File: src/common/afcc_pkg.sv
/*
 Constants, types and carriers shared by the acquisition FIFO command control.
 Assumes a single 25 MHz host-bus clock and byte-wide port accesses.
*/
`default_nettype none
package afcc_pkg;

  // Port offsets from base
  localparam logic [2:0] OFS_DATA = 3'h1;
  localparam logic [2:0] OFS_STATUS = 3'h2;
  localparam logic [2:0] OFS_AUX = 3'h7;

  // Auxiliary control bit positions
  localparam int AUX_TRIG_BIT = 7;
  localparam int AUX_FLUSH_DATA_BIT = 6;
  localparam int AUX_FLUSH_SCAN_BIT = 5;
  localparam int AUX_STOP_BIT = 4;
  localparam int AUX_RATE_LSB = 1;
  localparam int AUX_ACCESS_BIT = 0;

  // Status bit positions
  localparam int STAT_IDLE_BIT = 7;
  localparam int STAT_TRIG_BIT = 6;
  localparam int STAT_LOST_BIT = 5;
  localparam int STAT_FULL_BIT = 2;
  localparam int STAT_AFULL_BIT = 1;
  localparam int STAT_EMPTY_BIT = 0;

  // Values after reset; thresholds also after a data flush
  localparam logic [7:0] THR_LOW_DEFAULT = 8'h07;
  localparam logic [7:0] THR_HIGH_DEFAULT = 8'h00;
  localparam logic [7:0] THR_HIGH_MASK = 8'h0F;
  localparam logic ACCESS_RESET = 1'b1;
  localparam logic [1:0] RATE_RESET = 2'h0;

  // Sizes
  localparam int FIFO_DEPTH = 16;
  localparam int DATA_W = 8;
  localparam int SCAN_DEPTH = 2048;
  localparam int THR_BYTES = 4;

  // Threshold byte indices
  localparam logic [1:0] THR_AE_LO = 2'h0;
  localparam logic [1:0] THR_AE_HI = 2'h1;
  localparam logic [1:0] THR_AF_LO = 2'h2;
  localparam logic [1:0] THR_AF_HI = 2'h3;

  // Scan rate codes
  localparam logic [1:0] RATE_100K = 2'h0;
  localparam logic [1:0] RATE_50K = 2'h1;
  localparam logic [1:0] RATE_25K = 2'h2;

  // Conversion periods
  localparam int CLK_PERIOD_NS = 40;
  localparam int PERIOD_100K_NS = 10000;
  localparam int PERIOD_50K_NS = 20000;
  localparam int PERIOD_25K_NS = 40000;
  localparam logic [9:0] CYC_100K = 10'(PERIOD_100K_NS / CLK_PERIOD_NS);
  localparam logic [9:0] CYC_50K = 10'(PERIOD_50K_NS / CLK_PERIOD_NS);
  localparam logic [9:0] CYC_25K = 10'(PERIOD_25K_NS / CLK_PERIOD_NS);

  typedef enum logic [2:0] {
    ACQ_IDLE = 3'h1,
    ACQ_ARMED = 3'h2,
    ACQ_RUN = 3'h4
  } afcc_acq_state_t;

  typedef struct packed {
    logic wr;
    logic rd;
    logic [2:0] addr;
    logic [7:0] wdata;
  } afcc_bus_req_t;

  typedef struct packed {
    logic full;
    logic afull;
    logic empty;
  } afcc_flags_t;

endpackage
`default_nettype wire

File: src/rtl/afcc_top.sv
/*
 Acquisition FIFO command control: auxiliary command port, threshold program
 mode, sample FIFO with flags, acquisition state and scan-list entry pairing.
 Assumes host port strobes and converter samples are synchronous to sys_clk_i;
 the external trigger pin is asynchronous.
*/
// Notes on behaviour
// - Data flush empties FIFO, clears full flags
// - Every data flush restores default thresholds
// - Scan queue holds 2048 two-byte words
// - Only stop ends a started acquisition
// - Samples arriving at full FIFO are dropped
// - Two thresholds default seven; almost-empty unused
// - Almost-full threshold spans zero to 4095
// - Program mode: data port reaches threshold bytes
// - Byte order AE low, AE high, AF low/high
// - Rate field 00/01/10/11 selects 100/50/25/50k
// - Command bits self-clear; access bit latched
// - Status bits 2:0 show full, afull, empty
// - Trigger starts now, or arms external edge
`timescale 1ns/1ps
`default_nettype none

module afcc_fifo #(
  parameter int WIDTH = afcc_pkg::DATA_W,
  parameter int DEPTH = afcc_pkg::FIFO_DEPTH
) (
  // Clock and reset
  input wire logic sys_clk_i,
  input wire logic rst_b_i,
  input wire logic flush_i,
  // Fill side
  input wire logic in_valid_i,
  output logic in_ready_o,
  input wire logic [WIDTH-1:0] in_data_i,
  // Drain side
  output logic out_valid_o,
  input wire logic out_ready_i,
  output logic [WIDTH-1:0] out_data_o,
  output logic [$clog2(DEPTH+1)-1:0] count_o
);
  localparam int AW = $clog2(DEPTH);
  localparam int CW = $clog2(DEPTH + 1);

  generate
    if (DEPTH < 2 || (DEPTH & (DEPTH - 1)) != 0) begin : g_bad_depth
      $error("afcc_fifo depth must be a power of two of at least 2");
    end
  endgenerate

  logic [WIDTH-1:0] mem [DEPTH];
  logic [AW-1:0] wr_ptr;
  logic [AW-1:0] rd_ptr;
  logic [CW-1:0] count;
  wire logic push;
  wire logic pop;

  assign in_ready_o = (count != CW'(DEPTH)) && !flush_i;
  assign out_valid_o = (count != '0) && !flush_i;
  assign push = in_valid_i && in_ready_o;
  assign pop = out_valid_o && out_ready_i;
  assign out_data_o = mem[rd_ptr];
  assign count_o = count;

  always_ff @(posedge sys_clk_i) begin
    if (push) begin
      mem[wr_ptr] <= in_data_i;
    end
  end

  always_ff @(posedge sys_clk_i or negedge rst_b_i) begin
    if (!rst_b_i) begin
      wr_ptr <= '0;
      rd_ptr <= '0;
      count <= '0;
    end else if (flush_i) begin
      wr_ptr <= '0;
      rd_ptr <= '0;
      count <= '0;
    end else begin
      wr_ptr <= push ? AW'(wr_ptr + 1'b1) : wr_ptr;
      rd_ptr <= pop ? AW'(rd_ptr + 1'b1) : rd_ptr;
      count <= CW'(count + CW'(push) - CW'(pop));
    end
  end
endmodule

module afcc_top #(
  parameter int FIFO_DEPTH = afcc_pkg::FIFO_DEPTH,
  parameter int SCAN_DEPTH = afcc_pkg::SCAN_DEPTH
) (
  // Clock and reset
  input wire logic sys_clk_i,
  input wire logic rst_b_i,
  // Host port
  input wire afcc_pkg::afcc_bus_req_t bus_req_i,
  output logic [7:0] bus_rdata_o,
  // Trigger configuration and pin
  input wire logic trig_ext_sel_i,
  input wire logic trig_falling_i,
  input wire logic ext_trig_pin_i,
  // Converter samples
  input wire logic adc_valid_i,
  input wire logic [7:0] adc_data_i,
  output logic adc_ready_o,
  // Acquisition control
  output logic acq_run_o,
  output logic conv_tick_o,
  output logic [1:0] scan_rate_o,
  // Scan-list queue
  input wire logic scan_byte_wr_i,
  input wire logic [7:0] scan_byte_i,
  output logic [15:0] scan_word_o,
  output logic scan_word_valid_o,
  output logic scan_flush_o,
  output logic [11:0] scan_count_o,
  output logic scan_full_o,
  // FIFO flags
  output afcc_pkg::afcc_flags_t fifo_flags_o
);
  localparam int CW = $clog2(FIFO_DEPTH + 1);

  generate
    if (FIFO_DEPTH > 4096 || FIFO_DEPTH < 8) begin : g_bad_fifo
      $error("afcc_top FIFO depth must lie between 8 and 4096");
    end
    if (SCAN_DEPTH < 1 || SCAN_DEPTH > 4095) begin : g_bad_scan
      $error("afcc_top scan depth must lie between 1 and 4095");
    end
  endgenerate

  function automatic logic [9:0] rate_cycles(input logic [1:0] code);
    case (code)
      afcc_pkg::RATE_100K: rate_cycles = afcc_pkg::CYC_100K;
      afcc_pkg::RATE_25K: rate_cycles = afcc_pkg::CYC_25K;
      default: rate_cycles = afcc_pkg::CYC_50K;
    endcase
  endfunction

  // Port decode
  wire logic aux_wr;
  wire logic data_wr;
  wire logic data_rd;
  wire logic stat_rd;
  wire logic cmd_trig;
  wire logic cmd_flush_data;
  wire logic cmd_flush_scan;
  wire logic cmd_stop;
  assign aux_wr = bus_req_i.wr && (bus_req_i.addr == afcc_pkg::OFS_AUX);
  assign data_wr = bus_req_i.wr && (bus_req_i.addr == afcc_pkg::OFS_DATA);
  assign data_rd = bus_req_i.rd && (bus_req_i.addr == afcc_pkg::OFS_DATA);
  assign stat_rd = bus_req_i.rd && (bus_req_i.addr == afcc_pkg::OFS_STATUS);
  // Commands exist only in the write cycle itself
  assign cmd_trig = aux_wr && bus_req_i.wdata[afcc_pkg::AUX_TRIG_BIT];
  assign cmd_flush_data = aux_wr && bus_req_i.wdata[afcc_pkg::AUX_FLUSH_DATA_BIT];
  assign cmd_flush_scan = aux_wr && bus_req_i.wdata[afcc_pkg::AUX_FLUSH_SCAN_BIT];
  assign cmd_stop = aux_wr && bus_req_i.wdata[afcc_pkg::AUX_STOP_BIT];

  // Access selector
  logic access;
  always_ff @(posedge sys_clk_i or negedge rst_b_i) begin
    if (!rst_b_i) begin
      access <= afcc_pkg::ACCESS_RESET;
    end else if (aux_wr) begin
      access <= bus_req_i.wdata[afcc_pkg::AUX_ACCESS_BIT];
    end
  end

  // Threshold bytes
  logic [7:0] thr [afcc_pkg::THR_BYTES];
  logic [1:0] thr_idx;
  wire logic prog_wr;
  wire logic prog_rd;
  wire logic [7:0] thr_mask;
  assign prog_wr = data_wr && !access;
  assign prog_rd = data_rd && !access;
  assign thr_mask = thr_idx[0] ? afcc_pkg::THR_HIGH_MASK : 8'hFF;

  always_ff @(posedge sys_clk_i or negedge rst_b_i) begin
    if (!rst_b_i) begin
      thr[afcc_pkg::THR_AE_LO] <= afcc_pkg::THR_LOW_DEFAULT;
      thr[afcc_pkg::THR_AE_HI] <= afcc_pkg::THR_HIGH_DEFAULT;
      thr[afcc_pkg::THR_AF_LO] <= afcc_pkg::THR_LOW_DEFAULT;
      thr[afcc_pkg::THR_AF_HI] <= afcc_pkg::THR_HIGH_DEFAULT;
      thr_idx <= '0;
    end else if (cmd_flush_data) begin
      thr[afcc_pkg::THR_AE_LO] <= afcc_pkg::THR_LOW_DEFAULT;
      thr[afcc_pkg::THR_AE_HI] <= afcc_pkg::THR_HIGH_DEFAULT;
      thr[afcc_pkg::THR_AF_LO] <= afcc_pkg::THR_LOW_DEFAULT;
      thr[afcc_pkg::THR_AF_HI] <= afcc_pkg::THR_HIGH_DEFAULT;
      thr_idx <= '0;
    end else begin
      if (prog_wr) begin
        thr[thr_idx] <= bus_req_i.wdata & thr_mask;
      end
      if (prog_wr || prog_rd) begin
        thr_idx <= 2'(thr_idx + 1'b1);
      end
    end
  end

  // Sample FIFO
  wire logic fifo_in_valid;
  wire logic fifo_in_ready;
  wire logic fifo_out_valid;
  wire logic fifo_out_ready;
  wire logic [7:0] fifo_out_data;
  wire logic [CW-1:0] fifo_count;
  logic running;
  assign fifo_in_valid = adc_valid_i && running;
  assign fifo_out_ready = data_rd && access;
  assign adc_ready_o = fifo_in_ready;

  afcc_fifo #(
    .WIDTH(afcc_pkg::DATA_W),
    .DEPTH(FIFO_DEPTH)
  ) u_fifo (
    .sys_clk_i(sys_clk_i),
    .rst_b_i(rst_b_i),
    .flush_i(cmd_flush_data),
    .in_valid_i(fifo_in_valid),
    .in_ready_o(fifo_in_ready),
    .in_data_i(adc_data_i),
    .out_valid_o(fifo_out_valid),
    .out_ready_i(fifo_out_ready),
    .out_data_o(fifo_out_data),
    .count_o(fifo_count)
  );

  // Flags; almost-empty threshold is stored only
  wire logic [12:0] free_bytes;
  wire logic [12:0] af_thr;
  wire afcc_pkg::afcc_flags_t next_flags;
  assign free_bytes = 13'(FIFO_DEPTH) - 13'(fifo_count);
  assign af_thr = {1'b0, thr[afcc_pkg::THR_AF_HI][3:0], thr[afcc_pkg::THR_AF_LO]};
  assign next_flags.full = (fifo_count == CW'(FIFO_DEPTH));
  assign next_flags.afull = (free_bytes <= af_thr);
  assign next_flags.empty = (fifo_count == '0);
  assign fifo_flags_o = next_flags;

  // Lost-sample latch, cleared by a status read
  logic lost;
  wire logic drop;
  assign drop = fifo_in_valid && !fifo_in_ready;
  always_ff @(posedge sys_clk_i or negedge rst_b_i) begin
    if (!rst_b_i) begin
      lost <= 1'b0;
    end else if (drop) begin
      lost <= 1'b1;
    end else if (stat_rd) begin
      lost <= 1'b0;
    end
  end

  // Acquisition state
  afcc_pkg::afcc_acq_state_t state;
  afcc_pkg::afcc_acq_state_t next_state;
  logic trig_meta;
  logic trig_sync;
  logic trig_prev;
  wire logic trig_edge;
  assign trig_edge = trig_falling_i ? (trig_prev && !trig_sync) : (!trig_prev && trig_sync);

  always_ff @(posedge sys_clk_i or negedge rst_b_i) begin
    if (!rst_b_i) begin
      trig_meta <= 1'b0;
      trig_sync <= 1'b0;
      trig_prev <= 1'b0;
    end else begin
      trig_meta <= ext_trig_pin_i;
      trig_sync <= trig_meta;
      trig_prev <= trig_sync;
    end
  end

  always_comb begin
    next_state = state;
    if (cmd_stop) begin
      next_state = afcc_pkg::ACQ_IDLE;
    end else begin
      case (state)
        afcc_pkg::ACQ_IDLE: begin
          if (cmd_trig) begin
            next_state = trig_ext_sel_i ? afcc_pkg::ACQ_ARMED : afcc_pkg::ACQ_RUN;
          end
        end
        afcc_pkg::ACQ_ARMED: begin
          if (trig_edge) begin
            next_state = afcc_pkg::ACQ_RUN;
          end
        end
        afcc_pkg::ACQ_RUN: begin
          next_state = afcc_pkg::ACQ_RUN;
        end
        default: begin
          next_state = afcc_pkg::ACQ_IDLE;
        end
      endcase
    end
  end

  always_ff @(posedge sys_clk_i or negedge rst_b_i) begin
    if (!rst_b_i) begin
      state <= afcc_pkg::ACQ_IDLE;
    end else begin
      state <= next_state;
    end
  end

  // Rate latched only with a trigger from idle
  logic [1:0] rate;
  always_ff @(posedge sys_clk_i or negedge rst_b_i) begin
    if (!rst_b_i) begin
      rate <= afcc_pkg::RATE_RESET;
    end else if (cmd_trig && !cmd_stop && state == afcc_pkg::ACQ_IDLE) begin
      rate <= bus_req_i.wdata[afcc_pkg::AUX_RATE_LSB +: 2];
    end
  end

  // Conversion pacing; first tick on entry to run
  logic [9:0] tick_cnt;
  wire logic entering_run;
  wire logic [1:0] run_rate;
  // From idle the rate rides on the trigger write; from armed it is already latched
  assign run_rate = (state == afcc_pkg::ACQ_IDLE) ?
                    bus_req_i.wdata[afcc_pkg::AUX_RATE_LSB +: 2] : rate;
  assign running = (state == afcc_pkg::ACQ_RUN);
  assign entering_run = (next_state == afcc_pkg::ACQ_RUN) && !running;
  always_ff @(posedge sys_clk_i or negedge rst_b_i) begin
    if (!rst_b_i) begin
      tick_cnt <= '0;
      conv_tick_o <= 1'b0;
    end else if (entering_run || (running && tick_cnt == '0)) begin
      tick_cnt <= 10'(rate_cycles(run_rate) - 1'b1);
      conv_tick_o <= 1'b1;
    end else begin
      tick_cnt <= running ? 10'(tick_cnt - 1'b1) : '0;
      conv_tick_o <= 1'b0;
    end
  end
  assign acq_run_o = running;
  assign scan_rate_o = rate;

  // Scan-list pairing, low byte first
  logic [7:0] scan_lo;
  logic scan_half;
  logic [11:0] scan_count;
  wire logic scan_room;
  assign scan_room = (scan_count < 12'(SCAN_DEPTH));
  always_ff @(posedge sys_clk_i or negedge rst_b_i) begin
    if (!rst_b_i) begin
      scan_lo <= '0;
      scan_half <= 1'b0;
      scan_count <= '0;
      scan_word_o <= '0;
      scan_word_valid_o <= 1'b0;
      scan_flush_o <= 1'b0;
    end else begin
      scan_flush_o <= cmd_flush_scan;
      scan_word_valid_o <= 1'b0;
      if (cmd_flush_scan) begin
        scan_half <= 1'b0;
        scan_count <= '0;
      end else if (scan_byte_wr_i && scan_room) begin
        scan_half <= !scan_half;
        if (!scan_half) begin
          scan_lo <= scan_byte_i;
        end else begin
          scan_word_o <= {scan_byte_i, scan_lo};
          scan_word_valid_o <= 1'b1;
          scan_count <= 12'(scan_count + 1'b1);
        end
      end
    end
  end
  assign scan_count_o = scan_count;
  assign scan_full_o = !scan_room;

  // Read data
  wire logic [7:0] status_byte;
  wire logic [7:0] data_byte;
  assign status_byte = {!running, running, lost, 2'b00,
                        next_flags.full, next_flags.afull, next_flags.empty};
  assign data_byte = access ? (fifo_out_valid ? fifo_out_data : 8'h00) : thr[thr_idx];
  always_ff @(posedge sys_clk_i or negedge rst_b_i) begin
    if (!rst_b_i) begin
      bus_rdata_o <= 8'h00;
    end else if (data_rd) begin
      bus_rdata_o <= data_byte;
    end else if (stat_rd) begin
      bus_rdata_o <= status_byte;
    end else if (bus_req_i.rd) begin
      bus_rdata_o <= 8'h00;
    end
  end
endmodule
`default_nettype wire

File: config.mk
export PLATFORM = sky130hd
export DESIGN_NAME = afcc_top
export DESIGN_NICKNAME = d
export VERILOG_FILES = /design/src/common/afcc_pkg.sv /design/src/rtl/afcc_top.sv
export SDC_FILE = /design/constraint.sdc
export NUM_CORES = 1
export LEC_CHECK = 0
export BUFFER_PORTS_ARGS = -buffer_cell sky130_fd_sc_hd__buf_2
export CAP_MARGIN = 15
export CORE_MARGIN = 8
export CORE_UTILIZATION = 23
export CTS_CLUSTER_SIZE = 25
export DETAILED_ROUTE_END_ITERATION = 12
export GPL_TIMING_DRIVEN = 0
export HOLD_SLACK_MARGIN = 0.15
export PLACE_DENSITY = 0.43
export SLEW_MARGIN = 20
export SYNTH_ARGS = -nofsm -noshare
export SYNTH_HDL_FRONTEND = slang
export SYNTH_SLANG_ARGS = --single-unit
File: constraint.sdc
create_clock -name sys_clk_i -period 2.8 [get_ports sys_clk_i]
set_input_delay 0.56 -clock sys_clk_i [delete_from_list [all_inputs] [get_ports sys_clk_i]]
set_output_delay 0.56 -clock sys_clk_i [all_outputs]
set_load 0.01 [all_outputs]
==> flow_metrics.tcl <==
set metrics [dict create \
    critPathCaptureType "output port" \
    switching_share 0.308 \
    start_util 0.232 \
    power.share.clock 0.304 \
    final_cell_mix "128 x edfxtp_1, 107 x dfrtp_1, 85 x buf_2" \
    switching_power_uw 3570 \
    hold_depth 2 \
    timing.final.crit_share 1.17 \
    fin_crit_ns 3.26 \
    clk_path_buf_depth 3 \
    drv_cap 0 \
    drt-pass1-iter-count 4 \
    yosysUniqueCellTypes 52 \
    fin_ws_ns -0.463 \
    crit_family "compound AO/OA/AOI/OAI gates" \
    insertedDiodeCount 0 \
    cts.htree.levels 1 \
    syn_area_sq_mm 0.0108 \
    grt_usage 0.105 \
    synth_edf_count 128 \
    dp_slack_ns -0.772 \
    avgSynthCellArea_sq_um 13.9 \
    power_frac_seq 0.394 \
    cts.sinks 243 \
    setup_viol 1 \
    pwr-share-comb 0.302 \
    cp.required_ns 2.24 \
    syn-num-nets 845 \
    core_sq_mm 0.0464 \
    grt_pass1_wl_mm 43.7 \
    r2r-start "u_fifo.count_o[2]$_DFF_PN0_" \
    wl_mm 28.8 \
    timing.hold.worst.start "bus_req_i[5]" \
    worstMarginPinSlew_ns 0.795 \
    worstSetupStartpointType "register" \
    wire_per_inst_um 18.6 \
    timing.rr.end "u_fifo.count_o[4]$_DFF_PN0_" \
    ys_async_sr_fraction 0.473 \
    hold_path_end "scan_count_o[11]$_DFFE_PN0P_" \
    grt_max_degree 76 \
    path_buf_inv 3 \
    cp_max_fo 3 \
    worst-setup-path-type "register to output port" \
    num_io_pins 83 \
    nets 988 \
    critPathMaxStageDelay_ns 0.37 \
    cts_buffers 29 \
    worstHoldPathType "input port to register" \
    drtIter0Drc 435 \
    status "complete, but fails checks" \
    gp_congestion 0.773 \
    ir_worst_vdd_mv 0.475 \
    row_count 79 \
    nFillCells 4703 \
    dieHeight_um 232 \
    violations "setup timing" \
    skew_ns 0.0267 \
    antenna_found_initial 0 \
    slew_viol_final 0 \
    fmax_mhz 307 \
    p_per_area_mw_per_mm2 865 \
    dp_hpwl_mm 19.4 \
    fin_util 0.290 \
    layout-drive-gt1-share 0.319 \
    cts_root_buf "clkbuf_16" \
    yosysSeqAreaShare 0.625 \
    fp.dieW_um 232 \
    synth-seq-cells 243 \
    ant_nets 0 \
    yosys_warnings 0 \
    vias 6747 \
    globalRouteOverflowTotal 0 \
    relSlewSlack 0.470 \
    grt_pass1_vias 6843 \
    io_buffers 82 \
    syn_inst 773 \
    rsz0062_at_grt "yes" \
    crit_slowest_cell "dfrtp_1" \
    p_int_uw 8040 \
    synthFlopType "edfxtp_1" \
    via_per_inst 4.37 \
    reg2regPathDepth 17 \
    die_area_sq_mm 0.0540 \
    hold_viol 0 \
    cp.arrival_ns 2.70 \
    cts_tree "done" \
    rrSetupSlack_ns 0.06 \
    syn_to_final_growth_pct 24.7 \
    final_common_cell "edfxtp_1" \
    path_clk_slew_ns 0.06 \
    p_leak_uw 0.00518 \
    drc 0 \
    clk_latency_ns 0.56 \
    cp_cell_sequence "inv_2 -> ha_4 -> nor2b_4 -> buf_4 -> xnor2_1 -> ha_1 -> o21ai_0 -> a21oi_1 -> o31ai_1 -> a211o_1 -> and2_4 -> buf_6" \
]
## kinds of logic (layout without fill, tap and decap cells)
group	count (synthesis)	after routing	synth area share
buffers and inverters	75	239	0.0282
muxes	81	81	0.132
and+or+nand+nor	230	230	0.104
adders and majority gates	36	36	0.0425
AOI/OAI and AO/OA	79	79	0.0438
DFF	243	243	0.625
xor gates and xnor gates	29	29	0.0236
## worst reg2reg max path, cell delays in order (launching register included)
cell     delay, ns
dfrtp_1       0.37
inv_2         0.07
buf_6         0.12
ha_4          0.14
and2_4        0.16
ha_4          0.17
nor2b_2       0.11
nand3_2       0.15
inv_2         0.15
ha_4          0.14
inv_2         0.04
ha_4          0.15
fa_2          0.35
a21oi_2       0.14
nor2_1        0.05
nor2_1        0.11
xor2_1        0.15
nor2_1        0.05
## cells in the mapped netlist, types with 4 or more instances
cell / count / share of area
dfrtp_1: 107 / 0.25
a32oi_1: 5 / 0.0041
or3_1: 4 / 0.0023
a21oi_1: 32 / 0.015
nor3b_1: 6 / 0.0042
nand3_1: 46 / 0.021
buf_2: 6 / 0.0028
dfstp_2: 8 / 0.020
inv_1: 36 / 0.013
nand2b_1: 4 / 0.0023
ha_1: 35 / 0.041
buf_1: 4 / 0.0014
xnor2_1: 11 / 0.0089
nor3_1: 10 / 0.0046
o21ai_0: 17 / 0.0079
a31oi_1: 11 / 0.0064
mux4_2: 46 / 0.096
and2_1: 17 / 0.0099
clkbuf_1: 26 / 0.0091
mux2_2: 28 / 0.029
nor2b_1: 9 / 0.0052
edfxtp_1: 128 / 0.36
xor2_1: 18 / 0.015
mux2i_1: 6 / 0.0056
nor2_1: 49 / 0.017
nand2_1: 66 / 0.023
nand4_1: 7 / 0.0041
## worst max-delay path by stage
| stage | from | end | slack, ns | depth (start not counted) |
|---|---|---|---|---|
| after floorplan | u_fifo.count_o[1]$_DFF_PN0_ | u_fifo.count_o[4]$_DFF_PN0_ | 0.01 | 17 |
| after global placement | bus_req_i[12] | u_fifo.mem[6][6]$_DFFE_PP_ | -1.29 | 8 |
| after detailed placement | bus_req_i[12] | u_fifo.count_o[4]$_DFF_PN0_ | -0.77 | 13 |
| after CTS | u_fifo.count_o[1]$_DFF_PN0_ | fifo_flags_o[1] | -0.50 | 13 |
| after global routing | u_fifo.count_o[2]$_DFF_PN0_ | fifo_flags_o[1] | -0.61 | 13 |
| final | u_fifo.count_o[2]$_DFF_PN0_ | fifo_flags_o[1] | -0.46 | 12 |
## state kept, by name (all words and copies together) (netlist names), 3 cells and up
name and flops:
state 3, tick_cnt 10, scan_lo 8, u_fifo.mem 128, scan_count_o 12, scan_word_o 16
u_fifo.count_o 5, u_fifo.rd_ptr 4, bus_rdata_o 8, thr 20, u_fifo.wr_ptr 4, af_thr 12
## power by group through the flow
stage	logic [uW]	clock network [uW]	registers, uW
after CTS	3460	3650	4570
after global routing	3880	3780	4640
after global placement	3060	0	4640
after detailed placement	3080	0	4640
final	3510	3530	4570
after floorplan	2050	0	4630
## through the flow
stage               setup TNS, ns  instance area (sq um)  hold slack, ns  total power [uW]  cells
floorplan                       0                  10800           0.264              6680    773
finish                     -0.463                  13400           0.224             11600   1544
detailed placement         -78.19                  12100           0.338              7730   1467
global route               -0.715                  13400           0.215             12300   1544
global placement          -163.24                  12000           0.342              7700   1462
CTS                        -0.530                  13300           0.201             11700   1536
## routing by layer
layer | GRT usage | vias to the layer above | routed length (um)
met3 | 0.0189 | 42 | 1430
met5 | 0 | - | 0
li1 | - | 3110 | -
met4 | 0.0271 | 0 | 610
met1 | 0.149 | 3449 | 13500
met2 | 0.163 | 146 | 13300
## final cells by class
class                   instances  area [sq um]  area share
well taps                     607           759      0.0566
plain buffers                  37           170      0.0127
flip-flops and latches        243          6730       0.501
inverters                      36           146      0.0109
clock inverters                13          96.3     0.00718
multi-input cells             455          3990       0.297
repair buffers                114           749      0.0558
clock buffers                  39           783      0.0583
## what timing repair did
item | CTS | global route
hold buffers | 2 | 0
resized for setup | 48 | 15
cloned | 0 | 0
setup buffers | 16 | 9
endpoints found under the hold margin | 37 | 0
pin swaps | 18 | 17
setup endpoints to repair | 135 | 60
Note: power is estimated with default switching activity, not from simulation.
